### src/shared/seq_stack_params.svh
// Constants for the sequencer stack entries and their register access
`ifndef SEQ_STACK_PARAMS_SVH
`define SEQ_STACK_PARAMS_SVH

// ------------------------------------------------------------
// Entry field layout
// ------------------------------------------------------------
`define SS_ENTRY_W      16
`define SS_DIR_BIT      15
`define SS_ADDR_HI      14
`define SS_ADDR_LO      9
`define SS_RET_BIT      8
`define SS_CHB_HI       7
`define SS_CHB_LO       4
`define SS_CHA_HI       3
`define SS_CHA_LO       0

// ------------------------------------------------------------
// Register indices (byte address is four times the index)
// ------------------------------------------------------------
`define SS_STACK_BASE   6'h20
`define SS_IDX_E7       6'h27
`define SS_IDX_E10      6'h2a
`define SS_IDX_E11      6'h2b
`define SS_IDX_E12      6'h2c

// ------------------------------------------------------------
// Storage slots of the held entries
// ------------------------------------------------------------
`define SS_SLOT_E7      2'h0
`define SS_SLOT_E10     2'h1
`define SS_SLOT_E11     2'h2
`define SS_SLOT_E12     2'h3
`define SS_SLOTS        4

// ------------------------------------------------------------
// Reset values
// ------------------------------------------------------------
`define SS_RST_E7       16'h4f77
`define SS_RST_E10      16'h5400
`define SS_RST_E11      16'h5600
`define SS_RST_E12      16'h5800

// ------------------------------------------------------------
// Sequencer and bus constants
// ------------------------------------------------------------
`define SS_FIRST_ENTRY  4'h0
`define SS_INDEX_STEP   4'h1
`define SS_BYTE_LANE_OK 2'h0
`define SS_ZERO_HALF    16'h0000
`define SS_ZERO_WORD    32'h0000_0000

`endif

### src/shared/seq_stack_pkg.sv
// Types shared by the sequencer stack design
package seq_stack_pkg;

  // Sequencer run state
  typedef enum logic {SEQ_IDLE, SEQ_RUN} seq_state_t;

  // One 16-bit stack entry
  typedef logic [15:0] entry_t;

endpackage

### src/design/sequencer_stack_entries_10_12.sv
// Sequencer stack entries seven and ten to twelve with APB access and stepping
`include "seq_stack_params.svh"

module sequencer_stack_entries_10_12
  import seq_stack_pkg::*;
(
  input  wire logic        mclk,
  input  wire logic        rst_n,
  input  wire logic        psel,
  input  wire logic        penable,
  input  wire logic        pwrite,
  input  wire logic [7:0]  paddr,
  input  wire logic [31:0] pwdata,
  output logic      [31:0] prdata,
  output logic             pready,
  output logic             pslverr,
  input  wire logic        cmd_valid,
  input  wire logic [15:0] cmd_word,
  output logic      [15:0] cmd_rdata,
  output logic             cmd_rvalid,
  input  wire logic        seq_start,
  input  wire logic        conv_done,
  input  wire logic [15:0] other_entry_word,
  output logic      [3:0]  active_entry,
  output logic      [3:0]  converter_a_channel_select,
  output logic      [3:0]  converter_b_channel_select,
  output logic             seq_running
);

  // ------------------------------------------------------------
  // Helper functions
  // ------------------------------------------------------------

  // Register index to {hit, slot} of a held entry
  function automatic logic [2:0] slot_lookup(input logic [5:0] idx);
    logic [2:0] res;
    res = 3'h0;
    unique case (idx)
      `SS_IDX_E7:  res = {1'b1, `SS_SLOT_E7};
      `SS_IDX_E10: res = {1'b1, `SS_SLOT_E10};
      `SS_IDX_E11: res = {1'b1, `SS_SLOT_E11};
      `SS_IDX_E12: res = {1'b1, `SS_SLOT_E12};
      default:     res = 3'h0;
    endcase
    return res;
  endfunction

  // ------------------------------------------------------------
  // Declarations
  // ------------------------------------------------------------
  entry_t      entry_reg [`SS_SLOTS];
  entry_t      entry_next [`SS_SLOTS];
  logic [31:0] prdata_reg;
  logic [31:0] prdata_next;
  logic        pready_reg;
  logic        pready_next;
  logic        pslverr_reg;
  logic        pslverr_next;
  logic [15:0] cmd_rdata_reg;
  logic [15:0] cmd_rdata_next;
  logic        cmd_rvalid_reg;
  logic        cmd_rvalid_next;
  seq_state_t  state_reg;
  seq_state_t  state_next;
  logic        running_reg;
  logic        running_next;
  logic [3:0]  index_reg;
  logic [3:0]  index_next;
  logic [3:0]  chan_a_reg;
  logic [3:0]  chan_a_next;
  logic [3:0]  chan_b_reg;
  logic [3:0]  chan_b_next;
  logic [2:0]  apb_lookup;
  logic [2:0]  cmd_lookup;
  logic [2:0]  act_lookup;
  logic        apb_hit;
  logic        apb_write_fire;
  logic        cmd_hit;
  logic [5:0]  act_reg_index;
  entry_t      active_word;
  logic        advance;

  // ------------------------------------------------------------
  // Address decode
  // ------------------------------------------------------------

  // Word aligned APB decode and command address match
  assign apb_lookup     = slot_lookup(paddr[7:2]);
  assign apb_hit        = apb_lookup[2] && (paddr[1:0] == `SS_BYTE_LANE_OK);
  assign apb_write_fire = psel && penable && pready_reg && pwrite && apb_hit;
  assign cmd_lookup     = slot_lookup(cmd_word[`SS_ADDR_HI:`SS_ADDR_LO]);
  assign cmd_hit        = cmd_valid && cmd_lookup[2];

  // ------------------------------------------------------------
  // Stack entry storage
  // ------------------------------------------------------------

  // APB write wins over a command write in the same cycle
  always_comb
  begin
    entry_next = entry_reg;
    if (apb_write_fire)
      entry_next[apb_lookup[1:0]] = pwdata[15:0];
    else if (cmd_hit && cmd_word[`SS_DIR_BIT])
      entry_next[cmd_lookup[1:0]] = cmd_word;
  end

  // Entry registers with their reset contents
  always_ff @(posedge mclk)
  begin
    if (!rst_n)
    begin
      entry_reg[`SS_SLOT_E7]  <= `SS_RST_E7;
      entry_reg[`SS_SLOT_E10] <= `SS_RST_E10;
      entry_reg[`SS_SLOT_E11] <= `SS_RST_E11;
      entry_reg[`SS_SLOT_E12] <= `SS_RST_E12;
    end
    else
      entry_reg <= entry_next;
  end

  // ------------------------------------------------------------
  // APB slave, one wait state
  // ------------------------------------------------------------

  // Answer on the second access cycle
  always_comb
  begin
    pready_next  = 1'b0;
    prdata_next  = `SS_ZERO_WORD;
    pslverr_next = 1'b0;
    if (psel && penable && !pready_reg)
    begin
      pready_next  = 1'b1;
      pslverr_next = !apb_hit;
      if (apb_hit && !pwrite)
        prdata_next = {`SS_ZERO_HALF, entry_reg[apb_lookup[1:0]]};
    end
  end

  // APB answer registers
  always_ff @(posedge mclk)
  begin
    if (!rst_n)
    begin
      pready_reg  <= 1'b0;
      prdata_reg  <= `SS_ZERO_WORD;
      pslverr_reg <= 1'b0;
    end
    else
    begin
      pready_reg  <= pready_next;
      prdata_reg  <= prdata_next;
      pslverr_reg <= pslverr_next;
    end
  end

  // ------------------------------------------------------------
  // Command word port
  // ------------------------------------------------------------

  // Read request returns the addressed entry next cycle
  always_comb
  begin
    cmd_rvalid_next = 1'b0;
    cmd_rdata_next  = cmd_rdata_reg;
    if (cmd_hit && !cmd_word[`SS_DIR_BIT])
    begin
      cmd_rvalid_next = 1'b1;
      cmd_rdata_next  = entry_reg[cmd_lookup[1:0]];
    end
  end

  // Command answer registers
  always_ff @(posedge mclk)
  begin
    if (!rst_n)
    begin
      cmd_rvalid_reg <= 1'b0;
      cmd_rdata_reg  <= `SS_ZERO_HALF;
    end
    else
    begin
      cmd_rvalid_reg <= cmd_rvalid_next;
      cmd_rdata_reg  <= cmd_rdata_next;
    end
  end

  // ------------------------------------------------------------
  // Sequencer
  // ------------------------------------------------------------

  // Contents of the active entry, held here or supplied from outside
  assign act_reg_index = `SS_STACK_BASE + {2'b00, index_reg};
  assign act_lookup    = slot_lookup(act_reg_index);
  assign active_word   = act_lookup[2] ? entry_reg[act_lookup[1:0]] : other_entry_word;
  assign advance       = (state_reg == SEQ_RUN) && conv_done;

  // Index step after each finished conversion
  seq_stack_step u_step (
    .start           (seq_start),
    .advance         (advance),
    .return_to_first (active_word[`SS_RET_BIT]),
    .cur_index       (index_reg),
    .next_index      (index_next)
  );

  // Run state and channel selects of the active entry
  always_comb
  begin
    state_next  = state_reg;
    chan_a_next = active_word[`SS_CHA_HI:`SS_CHA_LO];
    chan_b_next = active_word[`SS_CHB_HI:`SS_CHB_LO];
    unique case (state_reg)
      SEQ_IDLE:
        if (seq_start)
          state_next = SEQ_RUN;
      SEQ_RUN:
        state_next = SEQ_RUN;
    endcase
    running_next = (state_next == SEQ_RUN);                  // Registered run flag
  end

  // Sequencer registers
  always_ff @(posedge mclk)
  begin
    if (!rst_n)
    begin
      state_reg  <= SEQ_IDLE;
      running_reg <= 1'b0;
      index_reg  <= `SS_FIRST_ENTRY;
      chan_a_reg <= 4'h0;
      chan_b_reg <= 4'h0;
    end
    else
    begin
      state_reg  <= state_next;
      running_reg <= running_next;
      index_reg  <= index_next;
      chan_a_reg <= chan_a_next;
      chan_b_reg <= chan_b_next;
    end
  end

  // ------------------------------------------------------------
  // Outputs
  // ------------------------------------------------------------

  // All outputs straight from flip-flops
  assign prdata                     = prdata_reg;
  assign pready                     = pready_reg;
  assign pslverr                    = pslverr_reg;
  assign cmd_rdata                  = cmd_rdata_reg;
  assign cmd_rvalid                 = cmd_rvalid_reg;
  assign active_entry               = index_reg;
  assign converter_a_channel_select = chan_a_reg;
  assign converter_b_channel_select = chan_b_reg;
  assign seq_running                = running_reg;

endmodule

### src/design/seq_stack_step.sv
// Next stack entry index for the channel sequencer
`include "seq_stack_params.svh"

module seq_stack_step
  import seq_stack_pkg::*;
(
  input  wire logic       start,
  input  wire logic       advance,
  input  wire logic       return_to_first,
  input  wire logic [3:0] cur_index,
  output logic      [3:0] next_index
);

  // ------------------------------------------------------------
  // Step selection
  // ------------------------------------------------------------

  // Start or return go to entry zero, an advance ascends by one, else hold
  always_comb
  begin
    if (start)
      next_index = `SS_FIRST_ENTRY;
    else if (advance && return_to_first)
      next_index = `SS_FIRST_ENTRY;
    else if (advance)
      next_index = cur_index + `SS_INDEX_STEP;
    else
      next_index = cur_index;
  end

endmodule

### config.mk
export PLATFORM = sky130hd
export DESIGN_NAME = sequencer_stack_entries_10_12
export DESIGN_NICKNAME = d
export VERILOG_FILES = /design/src/shared/seq_stack_pkg.sv /design/src/design/sequencer_stack_entries_10_12.sv /design/src/design/seq_stack_step.sv
export VERILOG_INCLUDE_DIRS = /design/src /design/src/shared
export SDC_FILE = /design/constraint.sdc
export NUM_CORES = 1
export LEC_CHECK = 0
export BUFFER_PORTS_ARGS = -buffer_cell sky130_fd_sc_hd__buf_2
export CORE_ASPECT_RATIO = 0.5
export CORE_UTILIZATION = 55
export CTS_BUF_LIST = sky130_fd_sc_hd__clkbuf_8
export CTS_CLUSTER_DIAMETER = 40
export CTS_CLUSTER_SIZE = 8
export DETAILED_ROUTE_END_ITERATION = 7
export GPL_TIMING_DRIVEN = 0
export PLACE_DENSITY = 0.83
export SLEW_MARGIN = 20
export SYNTH_ARGS = -nofsm -noshare
export SYNTH_HDL_FRONTEND = slang
export SYNTH_HIERARCHICAL = 1
export SYNTH_SLANG_ARGS = --single-unit
### constraint.sdc
create_clock -name mclk -period 2.45 [get_ports mclk]
set_input_delay 0.735 -clock mclk [delete_from_list [all_inputs] [get_ports mclk]]
set_output_delay 0.735 -clock mclk [all_outputs]
set_load 0.05 [all_outputs]
* Word-level counts from Yosys, hierarchy flattened *
Cells that the tools add are included.

storage, ports and cells
  bits in registers = 128
  bits in latches = 0
  memory bits (writable) = 0
  memory bits (read-only) = 0
  logic and storage cells = 86
  memories = 0

operators by class
  add/sub/neg operators = 2
  $mul = 0
  div/mod/pow operators = 0
  $lt $le $gt $ge = 5
  equality and inequality tests = 12
  shift-type cells = 0
  multiplexer cells = 25
  bitwise logic cells = 5
  reductions and logical operators = 23

operator list
  cell                                                         number
  bitwise mux 64 bit                                           2
  two-way mux 64 bit                                           2
  binary-select mux 16 bit (select 2 bit)                      3
  two-way mux 16 bit                                           6
  == test 6 bit (second input constant)                        12
  demux 16 bit (select 2 bit)                                  2
  case mux 3 bit (4 select lines)                              3
  two-way mux 9 bit                                            3
  logical AND 1 bit                                            14
  greater-or-equal comparator 3 bit (second input constant)    3
  inverter 2 -> 3 bit                                          3
  adder 6 x 4 -> 6 bit (first input constant)                  1
  less-than comparator 3 x 1 -> 1 bit (second input constant)  2
  adder 4 x 1 -> 4 bit (second input constant)                 1
  logical NOT 1 bit                                            4
  two-way mux 1 bit                                            3
  AND reduction 3 bit                                          1
  OR reduction 3 bit                                           1
  logical NOT 2 bit                                            1
  inverter 1 bit                                               2
  case mux 1 bit (2 select lines)                              1
  AND reduction 2 bit                                          1
  nonzero test 2 bit                                           1

* Depth between registers and ports, before layout *
Gate-level depths: netlist of run 1.

  depth after elaboration = 10
  depth in mapped cells = 10

* Hierarchy *
The synthesis of run 1 kept the hierarchy.

modules (own cells, without submodules)
  module                         instances  cells each  area an instance (µm²)
  sequencer_stack_entries_10_12  1          596         5,456.5
  seq_stack_step                 1          16          110.1

* Worst setup path before layout of run 1 *
No wires, ideal clock.

  path type = register to register
  start = reg index_reg[0] (netlist: active_entry[0])
  end = reg index_reg[3] (netlist: active_entry[3])
  library setup time = 0.059 ns
  arrival = 2.530 ns
  setup slack = -0.140 ns
  cell stages (with the launch flop) = 9
  clock period less this slack = 2.590 ns
  cell sequence = dfxtp_1 -> clkbuf_1 -> inv_1 -> a32o_1 -> a222oi_1 -> a21oi_1 -> or4b_1 -> a31oi_1 -> and2_1

between the ends
  longest elaborated chain between the ends = 10
  elaborated cells on any way between the ends = 14

ends and longest elaborated chain
  what                                                   RTL line                              RTL
  start, declared                                        sequencer_stack_entries_10_12.sv:67   logic [3:0] index_reg;
  start signal, assigned                                 sequencer_stack_entries_10_12.sv:231  index_reg <= `SS_FIRST_ENTRY;
  start signal, assigned                                 sequencer_stack_entries_10_12.sv:239  index_reg <= index_next;
  adder 6 x 4 -> 6 bit (no source line) (*)              -
  == test 6 bit                                          sequencer_stack_entries_10_12.sv:38   unique case (idx)
  case mux 3 bit (4 select lines) (*)                    sequencer_stack_entries_10_12.sv:38
  inverter 2 -> 3 bit (implied by the code)              sequencer_stack_entries_10_12.sv:196  assign active_word = act_lookup[2] ? entry_reg[act_lookup[1:0]] : other_entry_word;
  binary-select mux 16 bit (select 2 bit)                sequencer_stack_entries_10_12.sv:196
  two-way mux 9 bit (implied by the code) (2 in series)  sequencer_stack_entries_10_12.sv:196
  two-way mux 9 bit (*)                                  sequencer_stack_entries_10_12.sv:196
  net active_word[8]                                     sequencer_stack_entries_10_12.sv:80   entry_t active_word;
  logical AND 1 bit (*)                                  seq_stack_step.sv:23                  else if (advance && return_to_first)
  OR reduction 3 bit (no source line) (*)                -

The timed path passes the listed nets; every way through them passes the cells marked *. The select of a mux whose other input is x is not followed.
A chain may end at the register's enable or synchronous reset.

* Worst setup path after layout of run 1 *
  start = in paddr[2]
  end = reg entry_reg[36] (netlist name)

between the ends
  longest elaborated chain between the ends = 9
  elaborated cells on any way between the ends = 16

ends and longest elaborated chain
  what                                                                                                            RTL line                              RTL
  start, declared                                                                                                 sequencer_stack_entries_10_12.sv:12   input wire logic [7:0] paddr,
  == test 6 bit                                                                                                   sequencer_stack_entries_10_12.sv:38
  case mux 3 bit (4 select lines) (*)                                                                             sequencer_stack_entries_10_12.sv:38
  inverter 2 -> 3 bit (implied by the code)                                                                       sequencer_stack_entries_10_12.sv:103  entry_next[apb_lookup[1:0]] = pwdata[15:0];
  greater-or-equal comparator 3 bit (implied by the code) or less-than comparator 3 x 1 -> 1 bit (tied branches)  sequencer_stack_entries_10_12.sv:103
  logical AND 1 bit (implied by the code)                                                                         sequencer_stack_entries_10_12.sv:103
  two-way mux 16 bit (implied by the code)                                                                        sequencer_stack_entries_10_12.sv:103
  demux 16 bit (select 2 bit)                                                                                     sequencer_stack_entries_10_12.sv:103
  bitwise mux 64 bit                                                                                              sequencer_stack_entries_10_12.sv:103
  two-way mux 64 bit                                                                                              sequencer_stack_entries_10_12.sv:102  if (apb_write_fire)
  end signal, assigned by index                                                                                   sequencer_stack_entries_10_12.sv:113  entry_reg[`SS_SLOT_E7] <= `SS_RST_E7;
  end signal, assigned by index                                                                                   sequencer_stack_entries_10_12.sv:114  entry_reg[`SS_SLOT_E10] <= `SS_RST_E10;
  end signal, assigned by index                                                                                   sequencer_stack_entries_10_12.sv:115  entry_reg[`SS_SLOT_E11] <= `SS_RST_E11;
  end, declared                                                                                                   sequencer_stack_entries_10_12.sv:51   entry_t entry_reg [`SS_SLOTS];

Every way passes the cells marked *; elsewhere a longest branch is shown, timed or not.

==> flow_summary.toml, run 1 <==
[die]
die_w_um = 144
rows = 25
die_h_um = 73.1
pin_count = 144
die-area_mm2 = 0.0106
initial_utilization_pct = 57.8
core_area_mm2 = 0.00963

[final_layout]
final_util_pct = 68.3
largest_reg_flops = 64
area_delta_synth_final_pct = 18.3
drive_gt1_share_pct = 30.9
diodes = 0
layout.nets = 824
finalNonFillerCells = 883

[detailed_routing]
ant_nets = 0
drt_first_pass_iters = 8
first_iter_violations = 1047
vias = 5865
via_per_inst = 6.64
routed_wl_um = 18500
wl_per_cell_um = 20.9
post-route-drc-count = 2

[clocking]
cts_max_path_buffers = 2
ctsHoldBuffers = 0
clock_latency_ps = 390
clkSinkCount = 112
clk_pin_slew_ps = 110
cts_root_buf = "clkbuf_8"
cts_buffers = 9
cts_tree = "built"
h-tree-depth = 3

[timing]
worst_pin_slew_ps = 832
fin_crit_ps = 2490
whs_ps = 483
hold_viol_final = 0
maxSlewViolCount = 0
setup_violations = 15
slew_headroom_pct = 44.6
rsz0062_at_grt = "yes"
clock_skew_ps = 10.5
clock.fmax_mhz = 401
period_share_pct = 102
setup_ws_ps = -43.1

[worst_setup_path]
path_class = "primary input to flop"
crit_required_ps = 2780
reg2regPathDepth = 8
slowest_delay_ps = 450
crit_path_max_fanout = 10
start_kind = "primary input"
critPathSlowestCell = "o311ai_4"
timing.critical_path.cells = "buf_2 > and4b_1 > o311ai_4 > nand4b_2 > nand2_2 > buf_6 > o221a_2"
rrSetupSlack_ps = 80
end_kind = "flop"
crit_arrival_ps = 2830

[power_and_ir_drop]
pwr_density_cell_mw_per_mm2 = 515
p_leak_nw = 2.76
power_w = 0.00339
ir_drop_v = 0.000312

[yosys]
ys_types = 63
synth-edff-count = 0
async_flop_share_pct = 0
synth_ff_type = "dfxtp_1"
synth_area_per_cell_um2 = 9.10
ys_seq_area_share_pct = 40.3
synth_top_area_cell = "dfxtp_1"
syn_area_mm2 = 0.00557
synthCells = 612
synth_seq_cells = 112
yosys_warnings = 6
synth_top_area_share_pct = 40.3
synth_area_leaders = "dfxtp_1 40%, o221a_2 6.1%, a222oi_1 5.9%"

[placed_design]
detailed_place_hpwl_um = 12900
dp_cells = 865
place.port_buffers = 103
gp_congestion = 0.942

[outcome]
status = "complete, but fails checks"
violations = "design-rule violations, negative setup slack"

[flow_run]
maxCapViolCount = 0

[global_route]
grt_pass1_wl_um = 28100
grt_max_degree = 19
grt_pass1_vias = 5441
grt_overflow = 0
antenna_found_initial = 0
track_usage_pct = 35.5

[min_path]
whs_path_depth = 2
min_path_type = "flop to flop"
power by group:
part / switching, W / leakage (nW) / internal, W / total, W
logic: 0.000263 / 1.75 / 0.000118 / 0.000381
clock network: 0.000657 / 0.104 / 0.000505 / 0.00116
registers: 0.00000919 / 0.908 / 0.00183 / 0.00184
total: 0.000929 / 2.76 / 0.00246 / 0.00339
routing by layer:
metal / wire, µm / GRT usage, % / share of wire, % / vias to the layer above
li1: - / - / - / 2608
met3: 2620 / 9.06 / 14 / 67
met1: 7520 / 48.3 / 41 / 2704
met5: 0 / 0 / 0 / -
met4: 554 / 17.8 / 3.0 / 0
met2: 7780 / 52.4 / 42 / 486
synth_stat cells (all sizes together) (3+ instances only):
| cell type | number |
|---|---|
| a211oi | 11 |
| a21oi | 44 |
| a221o | 7 |
| a222oi | 33 |
| and2 | 7 |
| and3 | 3 |
| and4 | 3 |
| buf | 26 |
| clkbuf | 37 |
| dfxtp | 112 |
| inv | 13 |
| mux2 | 16 |
| nand2 | 49 |
| nand2b | 7 |
| nand3 | 7 |
| nand3b | 3 |
| nand4b | 10 |
| nor2 | 48 |
| nor2b | 3 |
| nor3 | 31 |
| nor3b | 10 |
| o211ai | 9 |
| o21ai | 40 |
| o221a | 30 |
| o22ai | 6 |
| o2bb2ai | 8 |
| o32a | 8 |
| or3 | 3 |
worst paths after layout:
check / to / startpoint
setup / recovery: entry_reg[36] / paddr[2]
hold / removal: prdata[11] / entry_reg[59]
setup reg to reg: active_entry[3] / active_entry[0]
hold reg to reg: prdata[11] / entry_reg[59]
worst max-delay path: cells and delay by family:
kind,cells,cell delay (ps)
simple gates,3,1050
compound gates,2,660
buf+inv,2,370
per-stage QoR:
stage	worst slack (ps)	setup TNS (ps)	cell area, µm²
2_1_floorplan	59.9	0	5630
3_3_place_gp	-503	-24730	6310
3_5_place_dp	-518	-27900	6310
4_1_cts	3.29	0	6530
5_1_grt	-53.4	-484	6580
6_report	-43.1	-396	6580
kinds of logic (layout without fill, tap and decap cells):
family	count (synthesis)	in the layout	share of synthesized area, %
compound gates	207	207	29.1
simple gates	198	198	20.0
flops	112	112	40.3
buf+inv	76	197	6.86
mux	17	17	3.42
fa+ha+maj	1	1	0.225
other cells	1	16	0.0674
placed cells by master (no fill, tap or decap), drive strengths merged, types with 6 or more instances in the layout:
| cell | netlist | layout |
|---|---|---|
| a211oi | 11 | 11 |
| a21oi | 44 | 44 |
| a221o | 7 | 7 |
| a222oi | 33 | 33 |
| and2 | 7 | 7 |
| buf | 26 | 133 |
| clkbuf | 37 | 45 |
| conb | 1 | 16 |
| dfxtp | 112 | 112 |
| inv | 13 | 15 |
| mux2 | 16 | 16 |
| nand2 | 49 | 49 |
| nand2b | 7 | 7 |
| nand3 | 7 | 7 |
| nand4b | 10 | 10 |
| nor2 | 48 | 48 |
| nor3 | 31 | 31 |
| nor3b | 10 | 10 |
| o211ai | 9 | 9 |
| o21ai | 40 | 40 |
| o221a | 30 | 30 |
| o22ai | 6 | 6 |
| o2bb2ai | 8 | 8 |
| o32a | 8 | 8 |
layout make-up:
class                      instances  area (µm²)
sequential                       112        2250
inverter                          13        48.8
buffer                            60         333
clock inverter                     6        67.6
tap                              135         169
clock buffer                      10         138
multi-input combinational        439        3030
timing repair buffer             108         553
fill                             771        3050
what timing repair did:
item,4_1_cts,5_1_grt
pin swaps,0,3
buffers inserted,0,5
setup endpoints to repair,22,48
resized for setup,5,16
No activity file was read; power rests on OpenSTA's default activity.
==> run 2: changes to the inputs <==
Settings changed: CORE_UTILIZATION 55 to 59, PLACE_DENSITY 0.83 to 0.88.
Clock period 2.45 ns to 3.19 ns, I/O delays scaled along.
==> flow_summary.toml, run 2 (synthesis results as in run 1) <==
[worst_setup_path]
start_kind = "primary input"
rrSetupSlack_ps = 420
r2r-end = "active_entry[3]"
crit_required_ps = 3530
reg2regPathDepth = 8
rr_startpoint = "active_entry[3]"
end_kind = "flop"
path_class = "primary input to flop"
crit_path_max_fanout = 10
crit_arrival_ps = 3310

[timing]
maxSlewViolCount = 0
setup_violations = 0
period_share_pct = 93.2
setup_ws_ps = 216
clock.fmax_mhz = 336
clock_skew_ps = 8.77
setup_tns_ps = 0
fin_crit_ps = 2970
slew_headroom_pct = 40.0
hold_viol_final = 0
worst_pin_slew_ps = 897
rsz0062_at_grt = "no"

[outcome]
status = "complete, but fails checks"
violations = "design-rule violations"

[final_layout]
regArea_mm2 = 0.00224
drive_gt1_share_pct = 28.7
layout.nets = 822
multi_input_area_mm2 = 0.00300
layout_common_cells = "112 x dfxtp_1, 108 x buf_2, 46 x nor2_1, 44 x a21oi_1, 42 x nand2_1"
largest_reg_flops = 64
area_delta_synth_final_pct = 17.0
diodes = 0
layout_commonest_cell = "dfxtp_1"
final_util_pct = 73.0
nFillCells = 696
finalNonFillerCells = 863
final_area_mm2 = 0.00651

[die]
die_h_um = 70.7
die-area_mm2 = 0.00985
rows = 24
die_w_um = 139
initial_utilization_pct = 62.4
pin_count = 144
core_area_mm2 = 0.00892

[detailed_routing]
post-route-drc-count = 1
vias = 5909
first_iter_violations = 1093
ant_nets = 0
wl_per_cell_um = 21.9
via_per_inst = 6.85
routed_wl_um = 18900
drt_first_pass_iters = 8

[clocking]
cts_buffers = 9
cts_max_path_buffers = 2
cts_tree = "built"
cts_setup_buffers = 0
clk_pin_slew_ps = 110
cts_root_buf = "clkbuf_8"
ctsHoldBuffers = 0
h-tree-depth = 3
cts_resized = 0
clkSinkCount = 112
clock_latency_ps = 390

[min_path]
hold_end = "entry_reg[29]"
holdCritStartpoint = "entry_reg[29]"
whs_path_depth = 2
min_path_type = "flop to flop"

[global_route]
grt_max_degree = 19
antenna_found_initial = 0
grt_pass1_vias = 5684
grt_overflow = 0
grt_pass1_wl_um = 29300
track_usage_pct = 38.9

[placed_design]
dp_slack_ps = 0.00422
place_area_mm2 = 0.00628
gp_congestion = 0.990
detailed_place_hpwl_um = 13100
place.port_buffers = 103
dp_cells = 847

[power_and_ir_drop]
ir_drop_v = 0.000277
pwr_density_cell_mw_per_mm2 = 414
p_leak_nw = 2.70

[flow_run]
maxCapViolCount = 0
run 2: worst max path at each step:
stage / cells after the start / endpoint / slack [ps] / startpoint
detailed placement: 8 / entry_reg[37] / 0.004 / cmd_word[13]
global route: 8 / entry_reg[20] / 200 / cmd_word[13]
global placement: 8 / entry_reg[38] / 50 / cmd_word[13]
CTS: 8 / entry_reg[35] / 370 / cmd_word[13]
finish: 8 / entry_reg[20] / 220 / cmd_word[13]
floorplan: 8 / active_entry[3] / 600 / active_entry[0]
run 2: per-layer routing:
layer	global-route usage [%]	up-vias	part of all wire, %
met4	16.8	0	4.0
met5	0.957	-	0
met2	60.4	507	42
met1	49.5	2707	39
li1	-	2594	-
met3	13.2	101	15
run 2: critical path: stages:
cell,delay [ps]
buf_2,100
nor2b_1,240
and3_1,200
buf_1,510
nand4_2,490
nand2_2,390
buf_6,220
o221a_2,200
run 2: area by class of cell:
| type | instances | share of cell area (%) |
|---|---|---|
| multi-input combinational | 439 | 46.0 |
| sequential | 112 | 34.4 |
| timing repair buffer | 103 | 7.91 |
| buffer | 63 | 5.11 |
| tap | 117 | 2.25 |
| clock buffer | 10 | 2.11 |
| clock inverter | 6 | 1.40 |
| inverter | 13 | 0.749 |
run 2: per-stage QoR:
step,power [W],hold slack [ps]
6_report,0.00269,491
5_1_grt,0.00275,508
4_1_cts,0.00267,485
3_5_place_dp,0.00173,472
3_3_place_gp,0.00172,455
2_1_floorplan,0.00163,444
run 2: power by group:
part / leakage [nW] / total [W] / internal, W / switching, W
logic: 1.68 / 0.000290 / 0.0000887 / 0.000201
clock network: 0.110 / 0.000987 / 0.000468 / 0.000519
registers: 0.906 / 0.00142 / 0.00141 / 0.00000713
